### config.mk
export PLATFORM = sky130hd
export DESIGN_NAME = adc_acq_clock_ctrl
export DESIGN_NICKNAME = d
export VERILOG_FILES = /design/src/pkg/adc_seq_pkg.sv /design/src/verilog/adc_acq_clock_ctrl.sv /design/src/verilog/adc_tad_tick.sv
export SDC_FILE = /design/constraint.sdc
export NUM_CORES = 1
export LEC_CHECK = 0
export BUFFER_PORTS_ARGS = -buffer_cell sky130_fd_sc_hd__clkbuf_2
export CORE_MARGIN = 1.5
export CORE_UTILIZATION = 45
export CTS_CLUSTER_DIAMETER = 60
export CTS_CLUSTER_SIZE = 25
export DETAILED_ROUTE_END_ITERATION = 12
export PLACE_DENSITY_LB_ADDON = 0.25
export SETUP_SLACK_MARGIN = 0.3
export SLEW_MARGIN = 20
export SYNTH_ARGS = -nofsm -noshare
export SYNTH_HDL_FRONTEND = slang
export SYNTH_SLANG_ARGS = --single-unit
### constraint.sdc
create_clock -name clk -period 4.4 [get_ports clk]
set_clock_uncertainty 0.1 [all_clocks]
set_input_delay 0.44 -clock clk [delete_from_list [all_inputs] [get_ports clk]]
set_output_delay 0.44 -clock clk [all_outputs]
set_load 0.02 [all_outputs]
### src/pkg/adc_seq_pkg.sv
// Purpose: shared constants and types for the converter sequencer
// Assumes: 32-bit apb, one word per register
// Notes: offsets are byte addresses
package adc_seq_pkg;

  // ****************************************
  // register offsets
  // ****************************************
  localparam logic [7:0] OFS_CONTROL_ZERO = 8'h00;
  localparam logic [7:0] OFS_CONTROL_TWO = 8'h04;
  localparam logic [7:0] OFS_FLAGS = 8'h08;
  localparam logic [7:0] OFS_RESULT_HIGH = 8'h0c;
  localparam logic [7:0] OFS_RESULT_LOW = 8'h10;

  // ****************************************
  // field positions
  // ****************************************
  localparam int BIT_ENABLE = 0;
  localparam int BIT_START = 1;
  localparam int POS_CHANNEL = 2;
  localparam int BIT_JUSTIFY = 7;
  localparam int POS_ACQ = 3;
  localparam int POS_CLKSEL = 0;
  localparam int BIT_DONE = 0;

  // ****************************************
  // reset values
  // ****************************************
  localparam logic [2:0] RST_ACQ = 3'h0;
  localparam logic [2:0] RST_CLKSEL = 3'h0;
  localparam logic [3:0] RST_CHANNEL = 4'h0;

  // ****************************************
  // timing counts in bit periods and clocks
  // ****************************************
  localparam logic [4:0] CONV_TADS = 5'h0b;
  localparam logic [4:0] WAIT_TADS = 5'h02;
  localparam logic [2:0] INSTR_CLKS = 3'h4;

  typedef enum logic [2:0] {ST_SAMPLE, ST_DELAY, ST_ACQ, ST_CONV, ST_WAIT} conv_state_e;

  // acquisition length in bit periods
  function automatic logic [4:0] acqTads(input logic [2:0] sel);
    case (sel)
      3'h1: acqTads = 5'h02;
      3'h2: acqTads = 5'h04;
      3'h3: acqTads = 5'h06;
      3'h4: acqTads = 5'h08;
      3'h5: acqTads = 5'h0c;
      3'h6: acqTads = 5'h10;
      3'h7: acqTads = 5'h14;
      default: acqTads = 5'h00;
    endcase
  endfunction : acqTads

  // oscillator periods per bit period
  function automatic logic [6:0] tadDivisor(input logic [2:0] sel);
    case (sel)
      3'h0: tadDivisor = 7'h02;
      3'h4: tadDivisor = 7'h04;
      3'h1: tadDivisor = 7'h08;
      3'h5: tadDivisor = 7'h10;
      3'h2: tadDivisor = 7'h20;
      3'h6: tadDivisor = 7'h40;
      default: tadDivisor = 7'h02;
    endcase
  endfunction : tadDivisor

  function automatic logic isRcSel(input logic [2:0] sel);
    isRcSel = (sel[1:0] == 2'h3);
  endfunction : isRcSel

endpackage : adc_seq_pkg

### src/verilog/adc_acq_clock_ctrl.sv
// Purpose: acquisition, conversion timing and result capture over apb
// Assumes: comparator and rc clock arrive asynchronously
// Notes: zero-wait apb answer one cycle after setup
`timescale 1ns/1ps
`default_nettype none
// Functional notes
// three-bit acquisition select, 2 to 20 periods
// nonzero select: acquire, then convert automatically
// select zero: start converts at once
// acquisition select resets to zero
// completion clears start, sets done, resamples
// no acquisition-ended status is visible
// conversion takes 11 bit periods
// clock select maps to divisors or rc
// software picks shortest legal bit period
// rc with manual start delays one instruction
// software uses rc clock for sleep
// software clears idle-on-sleep before sleep conversion
// software keeps clock source during conversion
// software picks rc below 1 MHz
// rc above 1 MHz needs sleep
// programmed acquisition needs no software wait
// manual mode software waits acquisition time
// completion loads result high and low bytes
// clearing start aborts, result kept
// wait two bit periods before resampling
// bit-period tick from divider or rc
// sample, acquire, convert, wait state sequence
module adc_acq_clock_ctrl
(
  input wire logic clk,
  input wire logic rst_n,
  input wire logic psel,
  input wire logic penable,
  input wire logic pwrite,
  input wire logic [7:0] paddr,
  input wire logic [31:0] pwdata,
  output logic [31:0] prdata,
  output logic pready,
  output logic pslverr,
  input wire logic rcClk,
  input wire logic cmpHigh,
  output logic [9:0] sarCode,
  output logic sampling,
  output logic converting,
  output logic [3:0] channel,
  output logic moduleOn
);

  // ****************************************
  // declarations
  // ****************************************
  adc_seq_pkg::conv_state_e state_r, state_nxt;
  logic [4:0] cnt_r, cnt_nxt;
  logic [2:0] dly_r, dly_nxt;
  logic [9:0] code_r, code_nxt;
  logic enable_r, enable_nxt, go_r, go_nxt, done_r, done_nxt, just_r, just_nxt;
  logic [2:0] acqSel_r, acqSel_nxt, clkSel_r, clkSel_nxt;
  logic [3:0] chan_r, chan_nxt;
  logic [7:0] resHi_r, resHi_nxt, resLo_r, resLo_nxt;
  logic [31:0] prdata_r, prdata_nxt;
  logic pready_r, pready_nxt, pslverr_r, pslverr_nxt;
  logic sampling_r, sampling_nxt, converting_r, converting_nxt;
  logic cmpS1_r, cmpS2_r;
  logic tick, run, wr, doneEvt, abortEvt, abortQ_r;
  logic [3:0] bitIdx;

  // ****************************************
  // bit-period tick
  // ****************************************
  // divider restarts after an abort so the wait is two whole periods
  assign run = ((state_r == adc_seq_pkg::ST_ACQ) || (state_r == adc_seq_pkg::ST_CONV)
            || (state_r == adc_seq_pkg::ST_WAIT)) && !abortQ_r;

  adc_tad_tick u_tick
  (
    .clk(clk),
    .rst_n(rst_n),
    .run(run),
    .clkSel(clkSel_r),
    .rcClk(rcClk),
    .tick(tick)
  );

  // ****************************************
  // apb slave
  // ****************************************
  assign wr = psel && penable && pready_r && pwrite;

  always_comb
  begin
    pready_nxt = psel && !penable;
    pslverr_nxt = 1'b0;
    prdata_nxt = 32'h0;
    if (psel && !penable)
    begin
      case (paddr)
        adc_seq_pkg::OFS_CONTROL_ZERO:
          prdata_nxt = {26'h0, chan_r, go_r, enable_r};
        adc_seq_pkg::OFS_CONTROL_TWO:
          prdata_nxt = {24'h0, just_r, 1'b0, acqSel_r, clkSel_r};
        adc_seq_pkg::OFS_FLAGS:
          prdata_nxt = {31'h0, done_r};
        adc_seq_pkg::OFS_RESULT_HIGH:
          prdata_nxt = {24'h0, resHi_r};
        adc_seq_pkg::OFS_RESULT_LOW:
          prdata_nxt = {24'h0, resLo_r};
        default:
          pslverr_nxt = 1'b1;
      endcase
    end
  end

  // ****************************************
  // sequencer and registers
  // ****************************************
  assign doneEvt = (state_r == adc_seq_pkg::ST_CONV) && tick
                && (cnt_r == adc_seq_pkg::CONV_TADS - 5'h01);
  assign abortEvt = ((state_r == adc_seq_pkg::ST_CONV) || (state_r == adc_seq_pkg::ST_ACQ))
                 && !go_r;
  assign bitIdx = 4'h9 - cnt_r[3:0];

  always_comb
  begin
    state_nxt = state_r;
    cnt_nxt = cnt_r;
    dly_nxt = dly_r;
    code_nxt = code_r;
    enable_nxt = enable_r;
    go_nxt = go_r;
    done_nxt = done_r;
    just_nxt = just_r;
    acqSel_nxt = acqSel_r;
    clkSel_nxt = clkSel_r;
    chan_nxt = chan_r;
    resHi_nxt = resHi_r;
    resLo_nxt = resLo_r;
    case (state_r)
      adc_seq_pkg::ST_SAMPLE:
      begin
        cnt_nxt = 5'h00;
        if (enable_r && go_r)
        begin
          code_nxt = 10'h200;
          if (acqSel_r != 3'h0)
            state_nxt = adc_seq_pkg::ST_ACQ;
          else if (adc_seq_pkg::isRcSel(clkSel_r))
          begin
            state_nxt = adc_seq_pkg::ST_DELAY;
            dly_nxt = 3'h0;
          end
          else
            state_nxt = adc_seq_pkg::ST_CONV;
        end
      end
      adc_seq_pkg::ST_DELAY:
      begin
        dly_nxt = dly_r + 3'h1;
        if (dly_r == adc_seq_pkg::INSTR_CLKS - 3'h1)
          state_nxt = adc_seq_pkg::ST_CONV;
      end
      adc_seq_pkg::ST_ACQ:
      begin
        if (tick)
        begin
          cnt_nxt = cnt_r + 5'h01;
          if (cnt_r == adc_seq_pkg::acqTads(acqSel_r) - 5'h01)
          begin
            state_nxt = adc_seq_pkg::ST_CONV;
            cnt_nxt = 5'h00;
          end
        end
      end
      adc_seq_pkg::ST_CONV:
      begin
        if (tick)
        begin
          cnt_nxt = cnt_r + 5'h01;
          if (cnt_r < 5'h0a)
          begin
            code_nxt[bitIdx] = cmpS2_r;
            if (bitIdx != 4'h0)
              code_nxt[bitIdx - 4'h1] = 1'b1;
          end
          if (doneEvt)
          begin
            state_nxt = adc_seq_pkg::ST_WAIT;
            cnt_nxt = 5'h00;
            go_nxt = 1'b0;
            done_nxt = 1'b1;
            if (just_r)
            begin
              resHi_nxt = {6'h00, code_r[9:8]};
              resLo_nxt = code_r[7:0];
            end
            else
            begin
              resHi_nxt = code_r[9:2];
              resLo_nxt = {code_r[1:0], 6'h00};
            end
          end
        end
      end
      adc_seq_pkg::ST_WAIT:
      begin
        if (tick)
        begin
          cnt_nxt = cnt_r + 5'h01;
          if (cnt_r == adc_seq_pkg::WAIT_TADS - 5'h01)
            state_nxt = adc_seq_pkg::ST_SAMPLE;
        end
      end
      default:
        state_nxt = adc_seq_pkg::ST_SAMPLE;
    endcase
    if (abortEvt)
    begin
      state_nxt = adc_seq_pkg::ST_WAIT;
      cnt_nxt = 5'h00;
    end
    if (wr)
    begin
      case (paddr)
        adc_seq_pkg::OFS_CONTROL_ZERO:
        begin
          enable_nxt = pwdata[adc_seq_pkg::BIT_ENABLE];
          go_nxt = pwdata[adc_seq_pkg::BIT_START] && pwdata[adc_seq_pkg::BIT_ENABLE];
          chan_nxt = pwdata[adc_seq_pkg::POS_CHANNEL +: 4];
        end
        adc_seq_pkg::OFS_CONTROL_TWO:
        begin
          just_nxt = pwdata[adc_seq_pkg::BIT_JUSTIFY];
          acqSel_nxt = pwdata[adc_seq_pkg::POS_ACQ +: 3];
          clkSel_nxt = pwdata[adc_seq_pkg::POS_CLKSEL +: 3];
        end
        adc_seq_pkg::OFS_FLAGS:
          if (pwdata[adc_seq_pkg::BIT_DONE] && !doneEvt)
            done_nxt = 1'b0;
        adc_seq_pkg::OFS_RESULT_HIGH:
          resHi_nxt = pwdata[7:0];
        adc_seq_pkg::OFS_RESULT_LOW:
          resLo_nxt = pwdata[7:0];
        default:
          enable_nxt = enable_r;
      endcase
    end
    if (!enable_nxt)
      state_nxt = adc_seq_pkg::ST_SAMPLE;
    sampling_nxt = enable_nxt && ((state_nxt == adc_seq_pkg::ST_SAMPLE)
                || (state_nxt == adc_seq_pkg::ST_ACQ) || (state_nxt == adc_seq_pkg::ST_DELAY));
    converting_nxt = state_nxt == adc_seq_pkg::ST_CONV;
  end

  always_ff @(posedge clk)
  begin
    if (!rst_n)
    begin
      state_r <= adc_seq_pkg::ST_SAMPLE;
      cnt_r <= 5'h00;
      dly_r <= 3'h0;
      code_r <= 10'h000;
      enable_r <= 1'b0;
      go_r <= 1'b0;
      done_r <= 1'b0;
      just_r <= 1'b0;
      acqSel_r <= adc_seq_pkg::RST_ACQ;
      clkSel_r <= adc_seq_pkg::RST_CLKSEL;
      chan_r <= adc_seq_pkg::RST_CHANNEL;
      resHi_r <= 8'h00;
      resLo_r <= 8'h00;
      prdata_r <= 32'h0;
      pready_r <= 1'b0;
      pslverr_r <= 1'b0;
      sampling_r <= 1'b0;
      converting_r <= 1'b0;
      cmpS1_r <= 1'b0;
      cmpS2_r <= 1'b0;
      abortQ_r <= 1'b0;
    end
    else
    begin
      state_r <= state_nxt;
      cnt_r <= cnt_nxt;
      dly_r <= dly_nxt;
      code_r <= code_nxt;
      enable_r <= enable_nxt;
      go_r <= go_nxt;
      done_r <= done_nxt;
      just_r <= just_nxt;
      acqSel_r <= acqSel_nxt;
      clkSel_r <= clkSel_nxt;
      chan_r <= chan_nxt;
      resHi_r <= resHi_nxt;
      resLo_r <= resLo_nxt;
      prdata_r <= prdata_nxt;
      pready_r <= pready_nxt;
      pslverr_r <= pslverr_nxt;
      sampling_r <= sampling_nxt;
      converting_r <= converting_nxt;
      cmpS1_r <= cmpHigh;
      cmpS2_r <= cmpS1_r;
      abortQ_r <= abortEvt;
    end
  end

  assign prdata = prdata_r;
  assign pready = pready_r;
  assign pslverr = pslverr_r;
  assign sarCode = code_r;
  assign sampling = sampling_r;
  assign converting = converting_r;
  assign channel = chan_r;
  assign moduleOn = enable_r;

  // ****************************************
  // assertions
  // ****************************************
  property p_acqReset;
    @(posedge clk) disable iff (!rst_n)
    (rst_n && !$past(rst_n)) |-> (acqSel_r == 3'h0 && state_r == adc_seq_pkg::ST_SAMPLE);
  endproperty
  a_acqReset: assert property (p_acqReset) else $error("acquisition select not zero");

  property p_manualStart;
    @(posedge clk) disable iff (!rst_n)
    (state_r == adc_seq_pkg::ST_SAMPLE && go_r && enable_r && acqSel_r == 3'h0
     && !adc_seq_pkg::isRcSel(clkSel_r) && !wr) |=> converting;
  endproperty
  a_manualStart: assert property (p_manualStart) else $error("manual start not immediate");

  property p_autoStart;
    @(posedge clk) disable iff (!rst_n)
    (state_r == adc_seq_pkg::ST_SAMPLE && go_r && enable_r && acqSel_r != 3'h0 && !wr)
    |=> (state_r == adc_seq_pkg::ST_ACQ && !converting);
  endproperty
  a_autoStart: assert property (p_autoStart) else $error("acquisition phase skipped");

  property p_acqLength;
    @(posedge clk) disable iff (!rst_n)
    (state_r == adc_seq_pkg::ST_ACQ && $past(state_r) != adc_seq_pkg::ST_ACQ)
    |-> cnt_r == 5'h00;
  endproperty
  a_acqLength: assert property (p_acqLength) else $error("acquisition count not cleared");

  property p_complete;
    @(posedge clk) disable iff (!rst_n)
    (doneEvt && !wr) |=> (!go_r && done_r && state_r == adc_seq_pkg::ST_WAIT);
  endproperty
  a_complete: assert property (p_complete) else $error("completion flags wrong");

  property p_convLength;
    @(posedge clk) disable iff (!rst_n)
    doneEvt |-> (cnt_r == 5'h0a && tick && go_r);
  endproperty
  a_convLength: assert property (p_convLength) else $error("conversion length wrong");

  property p_abortKeeps;
    @(posedge clk) disable iff (!rst_n)
    (abortEvt && !wr) |=> ($stable(resHi_r) && $stable(resLo_r)
                          && state_r == adc_seq_pkg::ST_WAIT);
  endproperty
  a_abortKeeps: assert property (p_abortKeeps) else $error("abort changed result");

  property p_waitHold;
    @(posedge clk) disable iff (!rst_n)
    (state_r == adc_seq_pkg::ST_WAIT && enable_r && !wr
     && !(tick && cnt_r == adc_seq_pkg::WAIT_TADS - 5'h01))
    |=> state_r == adc_seq_pkg::ST_WAIT;
  endproperty
  a_waitHold: assert property (p_waitHold) else $error("post-conversion wait cut short");

  property p_rcDelay;
    @(posedge clk) disable iff (!rst_n)
    (state_r == adc_seq_pkg::ST_SAMPLE && go_r && enable_r && acqSel_r == 3'h0
     && adc_seq_pkg::isRcSel(clkSel_r) && !wr)
    |=> (!converting && go_r) [*4] ##1 (converting || !enable_r || !go_r);
  endproperty
  a_rcDelay: assert property (p_rcDelay) else $error("rc start delay wrong");

endmodule : adc_acq_clock_ctrl
`default_nettype wire

### src/verilog/adc_tad_tick.sv
// Purpose: bit-period tick from oscillator divider or rc source
// Assumes: rcClk is asynchronous to clk
// Notes: counter restarts whenever run is low
`timescale 1ns/1ps
`default_nettype none
module adc_tad_tick
(
  input wire logic clk,
  input wire logic rst_n,
  input wire logic run,
  input wire logic [2:0] clkSel,
  input wire logic rcClk,
  output logic tick
);

  // ****************************************
  // rc synchroniser and divider
  // ****************************************
  logic rcS1_r, rcS2_r, rcS3_r;
  logic [6:0] div_r, div_nxt;
  logic tick_r, tick_nxt;

  always_comb
  begin
    div_nxt = 7'h00;
    tick_nxt = 1'b0;
    if (run)
    begin
      if (adc_seq_pkg::isRcSel(clkSel))
      begin
        tick_nxt = rcS2_r & ~rcS3_r;
      end
      else if (div_r == adc_seq_pkg::tadDivisor(clkSel) - 7'h01)
      begin
        tick_nxt = 1'b1;
      end
      else
      begin
        div_nxt = div_r + 7'h01;
      end
    end
  end

  always_ff @(posedge clk)
  begin
    if (!rst_n)
    begin
      rcS1_r <= 1'b0;
      rcS2_r <= 1'b0;
      rcS3_r <= 1'b0;
      div_r <= 7'h00;
      tick_r <= 1'b0;
    end
    else
    begin
      rcS1_r <= rcClk;
      rcS2_r <= rcS1_r;
      rcS3_r <= rcS2_r;
      div_r <= div_nxt;
      tick_r <= tick_nxt;
    end
  end

  assign tick = tick_r;

  property p_div2;
    @(posedge clk) disable iff (!rst_n)
    (tick && run && clkSel == 3'h0) ##1 (run && clkSel == 3'h0) |-> ##1 tick;
  endproperty
  a_div2: assert property (p_div2) else $error("divide-by-2 tick missing");

endmodule : adc_tad_tick
`default_nettype wire
==> out/qor.yml <==
timing:
  max_freq_mhz: 384
  timing.slew.headroom_pct: 37.3
  hold_viol_final: 0
  rsz0062_at_grt: "no"
  setup-tns-final_ns: 0
  drv_slew: 0
  worstMarginPinSlew_ns: 0.940
  min_period_ns: 2.61
  setup_viol: 0
  period_share_pct: 59.2
detailed_routing:
  drc_errors: 0
  ant_nets: 0
  via_count: 3789
  route.detailed.wl_per_inst_um: 14.6
  drt_iter0_markers: 188
  wirelength_um: 10300
  firstDrtPassIters: 5
  vias_per_cell: 5.41
synthesis:
  synthTopCellsByArea: "dfxtp_1 (34%), mux2i_1 (7.7%), ha_1 (5.0%)"
  ys_types: 57
  async_flop_share_pct: 0
  synth_edf_count: 0
  synth_top_area_cell: "dfxtp_1"
  synth-seq-cells: 77
  synthFlopType: "dfxtp_1"
  syn_avg_cell_area_um2: 8.50
  synth_top_area_share_pct: 33.9
  synthCells: 535
  syn_area_mm2: 0.00455
  synth-seq-area-share_pct: 33.9
  yosysWarnings: 0
floorplan:
  ioPinCount: 98
  die_x_um: 104
  start_util_pct: 46.5
  rows: 36
  coreArea_mm2: 0.00977
  die_h_um: 104
  dieArea_mm2: 0.0107
placement:
  hpwl_um: 7330
  place_congestion: 0.842
  port_buffers: 49
layout:
  area_growth_pct: 7.65
  n_antenna_cell: 0
  nets: 628
  layout-drive-gt1-share_pct: 13.4
grt:
  grt_util_all_layers_pct: 19.8
  gr-total-overflow: 0
  grt_pass1_wl_um: 17400
  grt_max_degree: 55
  grt_pass1_vias: 3493
  antenna_found_initial: 0
critical_path:
  path_max_fanout: 12
  critical_path_class: "register to register"
  cp.arrival_ns: 2.75
  end_kind: "register"
  worstPathRequired_ns: 4.55
  startpoint_type: "register"
clock_network:
  clk_pin_slew_ns: 0.08
  cts_setup_buffers: 0
  clkLatencyLatePin_ns: 0.36
  cts_sinks: 77
  cts_tree: "done"
  hold_buffers: 0
  cts_buffer_depth: 2
  cts_inserted_buffers: 9
  post_cts_resized: 0
  cts-root-buf: "clkbuf_8"
  h-tree-depth: 3
pwr:
  power.density_mw_per_mm2: 253
  fin_total_pwr_mw: 1.24
  vdd_drop_max_v: 0.000169
  power.leakage_nw: 1.99
run:
  max_cap_viol_count: 0
min_path:
  hold_path_class: "input port to register"
run_status:
  status: "complete, no violations"
-- power breakdown --
group          switching, mW  total, mW  internal (mW)
Clock                  0.271      0.475          0.204
Combinational         0.0442     0.0614         0.0172
Sequential           0.00167      0.700          0.699
Total                  0.316       1.24          0.920
-- sequential cells by signal, indices dropped and copies added, names as in the netlist, 3 cells and up --
| signal | count |
|---|---|
| dly_r | 3 |
| cnt_r | 5 |
| prdata | 8 |
| channel | 4 |
| resLo_r | 8 |
| u_tick.div_r | 7 |
| state_r | 3 |
| sarCode | 10 |
| acqSel_r | 3 |
| resHi_r | 8 |
| clkSel_r | 3 |
-- metal layers --
layer,wire length [um],GRT usage [%]
met3,570,3.02
met2,4720,31.9
met5,0,0
met4,156,6.85
met1,4810,27.0
-- path summary, 6_finish.rpt --
| check | cells after the start | start | end | slack [ns] |
|---|---|---|---|---|
| min | 2 | penable | pslverr | 0.17 |
| max reg2reg | 7 | cnt_r[1] | sarCode[0] | 1.79 |
| min reg2reg | 1 | cmpS1_r | cmpS2_r | 0.34 |
| max | 7 | cnt_r[1] | sarCode[0] | 1.79 |
-- layout make-up --
type	instances	area [um2]
Clock buffer	10	128
Clock inverter	6	37.5
Fill cell	985	4880
Inverter	13	48.8
Multi-Input combinational cell	411	2710
Sequential cell	77	1540
Tap cell	133	166
Timing Repair Buffer	51	260
-- per-stage QoR --
stage	instances	utilization (%)	hold slack [ns]	area, um2	worst slack [ns]
after floorplan	558	-	0.312	4630	2.32
after global placement	685	48.3	0.322	4720	1.84
after detailed placement	685	48.3	0.325	4720	1.83
after CTS	701	50.0	0.159	4890	1.84
after global routing	701	50.1	0.160	4890	1.50
final	701	50.1	0.167	4890	1.79
-- worst max-delay path, cell delays in order (launching register included) --
cell and delay (ns):
dfxtp_1 0.53, inv_1 0.23, ha_1 0.31, nor2_1 0.18, nor3_1 0.07, o22ai_1 0.72, a21oi_1 0.09, o221a_2 0.28
-- cell usage after synthesis (2+ instances only) --
library cell	number
dfxtp_1	77
nand2_1	42
mux2i_1	35
nand3_1	34
nor2_1	34
nor2b_1	34
o21ai_0	28
buf_4	24
ha_1	18
clkbuf_1	17
a21oi_1	16
a22oi_1	14
buf_2	13
inv_1	13
nand2b_1	13
nand3b_1	12
o211a_1	12
nor3_1	9
a31oi_1	8
and2_1	8
xnor2_1	8
nor3b_1	6
a21boi_0	5
xor2_1	5
a41oi_1	3
nand4_1	3
o211ai_1	3
or3_1	3
a21o_1	2
a32oi_1	2
and3_1	2
and4_1	2
buf_6	2
nand4b_1	2
nor3_4	2
o221ai_1	2
o22ai_1	2
-- logic make-up (layout without fill, tap and decap cells) --
kind of cell	after synthesis	in the layout	share of synthesized area, %
compound gates	107	107	16.3
xor+xnor	14	14	2.86
fa+ha+maj	18	18	4.95
buf+inv	70	80	8.45
flops	77	77	33.9
mux	37	37	8.29
other cells	1	24	0.0825
simple gates	211	211	25.1
-- layout by cell type, fill, tap and decap left out, types with 4 or more instances in the layout --
cell	netlist	routed
nand3b_1	12	12
xor2_1	5	5
nand3_1	34	34
inv_1	13	13
a22oi_1	14	14
conb_1	1	24
a31oi_1	8	8
nor3_1	9	9
dfxtp_1	77	77
nand2b_1	13	13
clkinv_2	0	4
nor3b_1	6	5
o211a_1	12	12
xnor2_1	8	8
mux2i_1	35	35
clkbuf_8	0	9
a21oi_1	16	16
o21ai_0	28	28
clkbuf_2	0	49
nor2_1	34	34
ha_1	18	18
nand2_1	42	42
and2_1	8	8
nor2b_1	34	34
a21boi_0	5	5
Note: power is estimated with default switching activity, not from simulation.
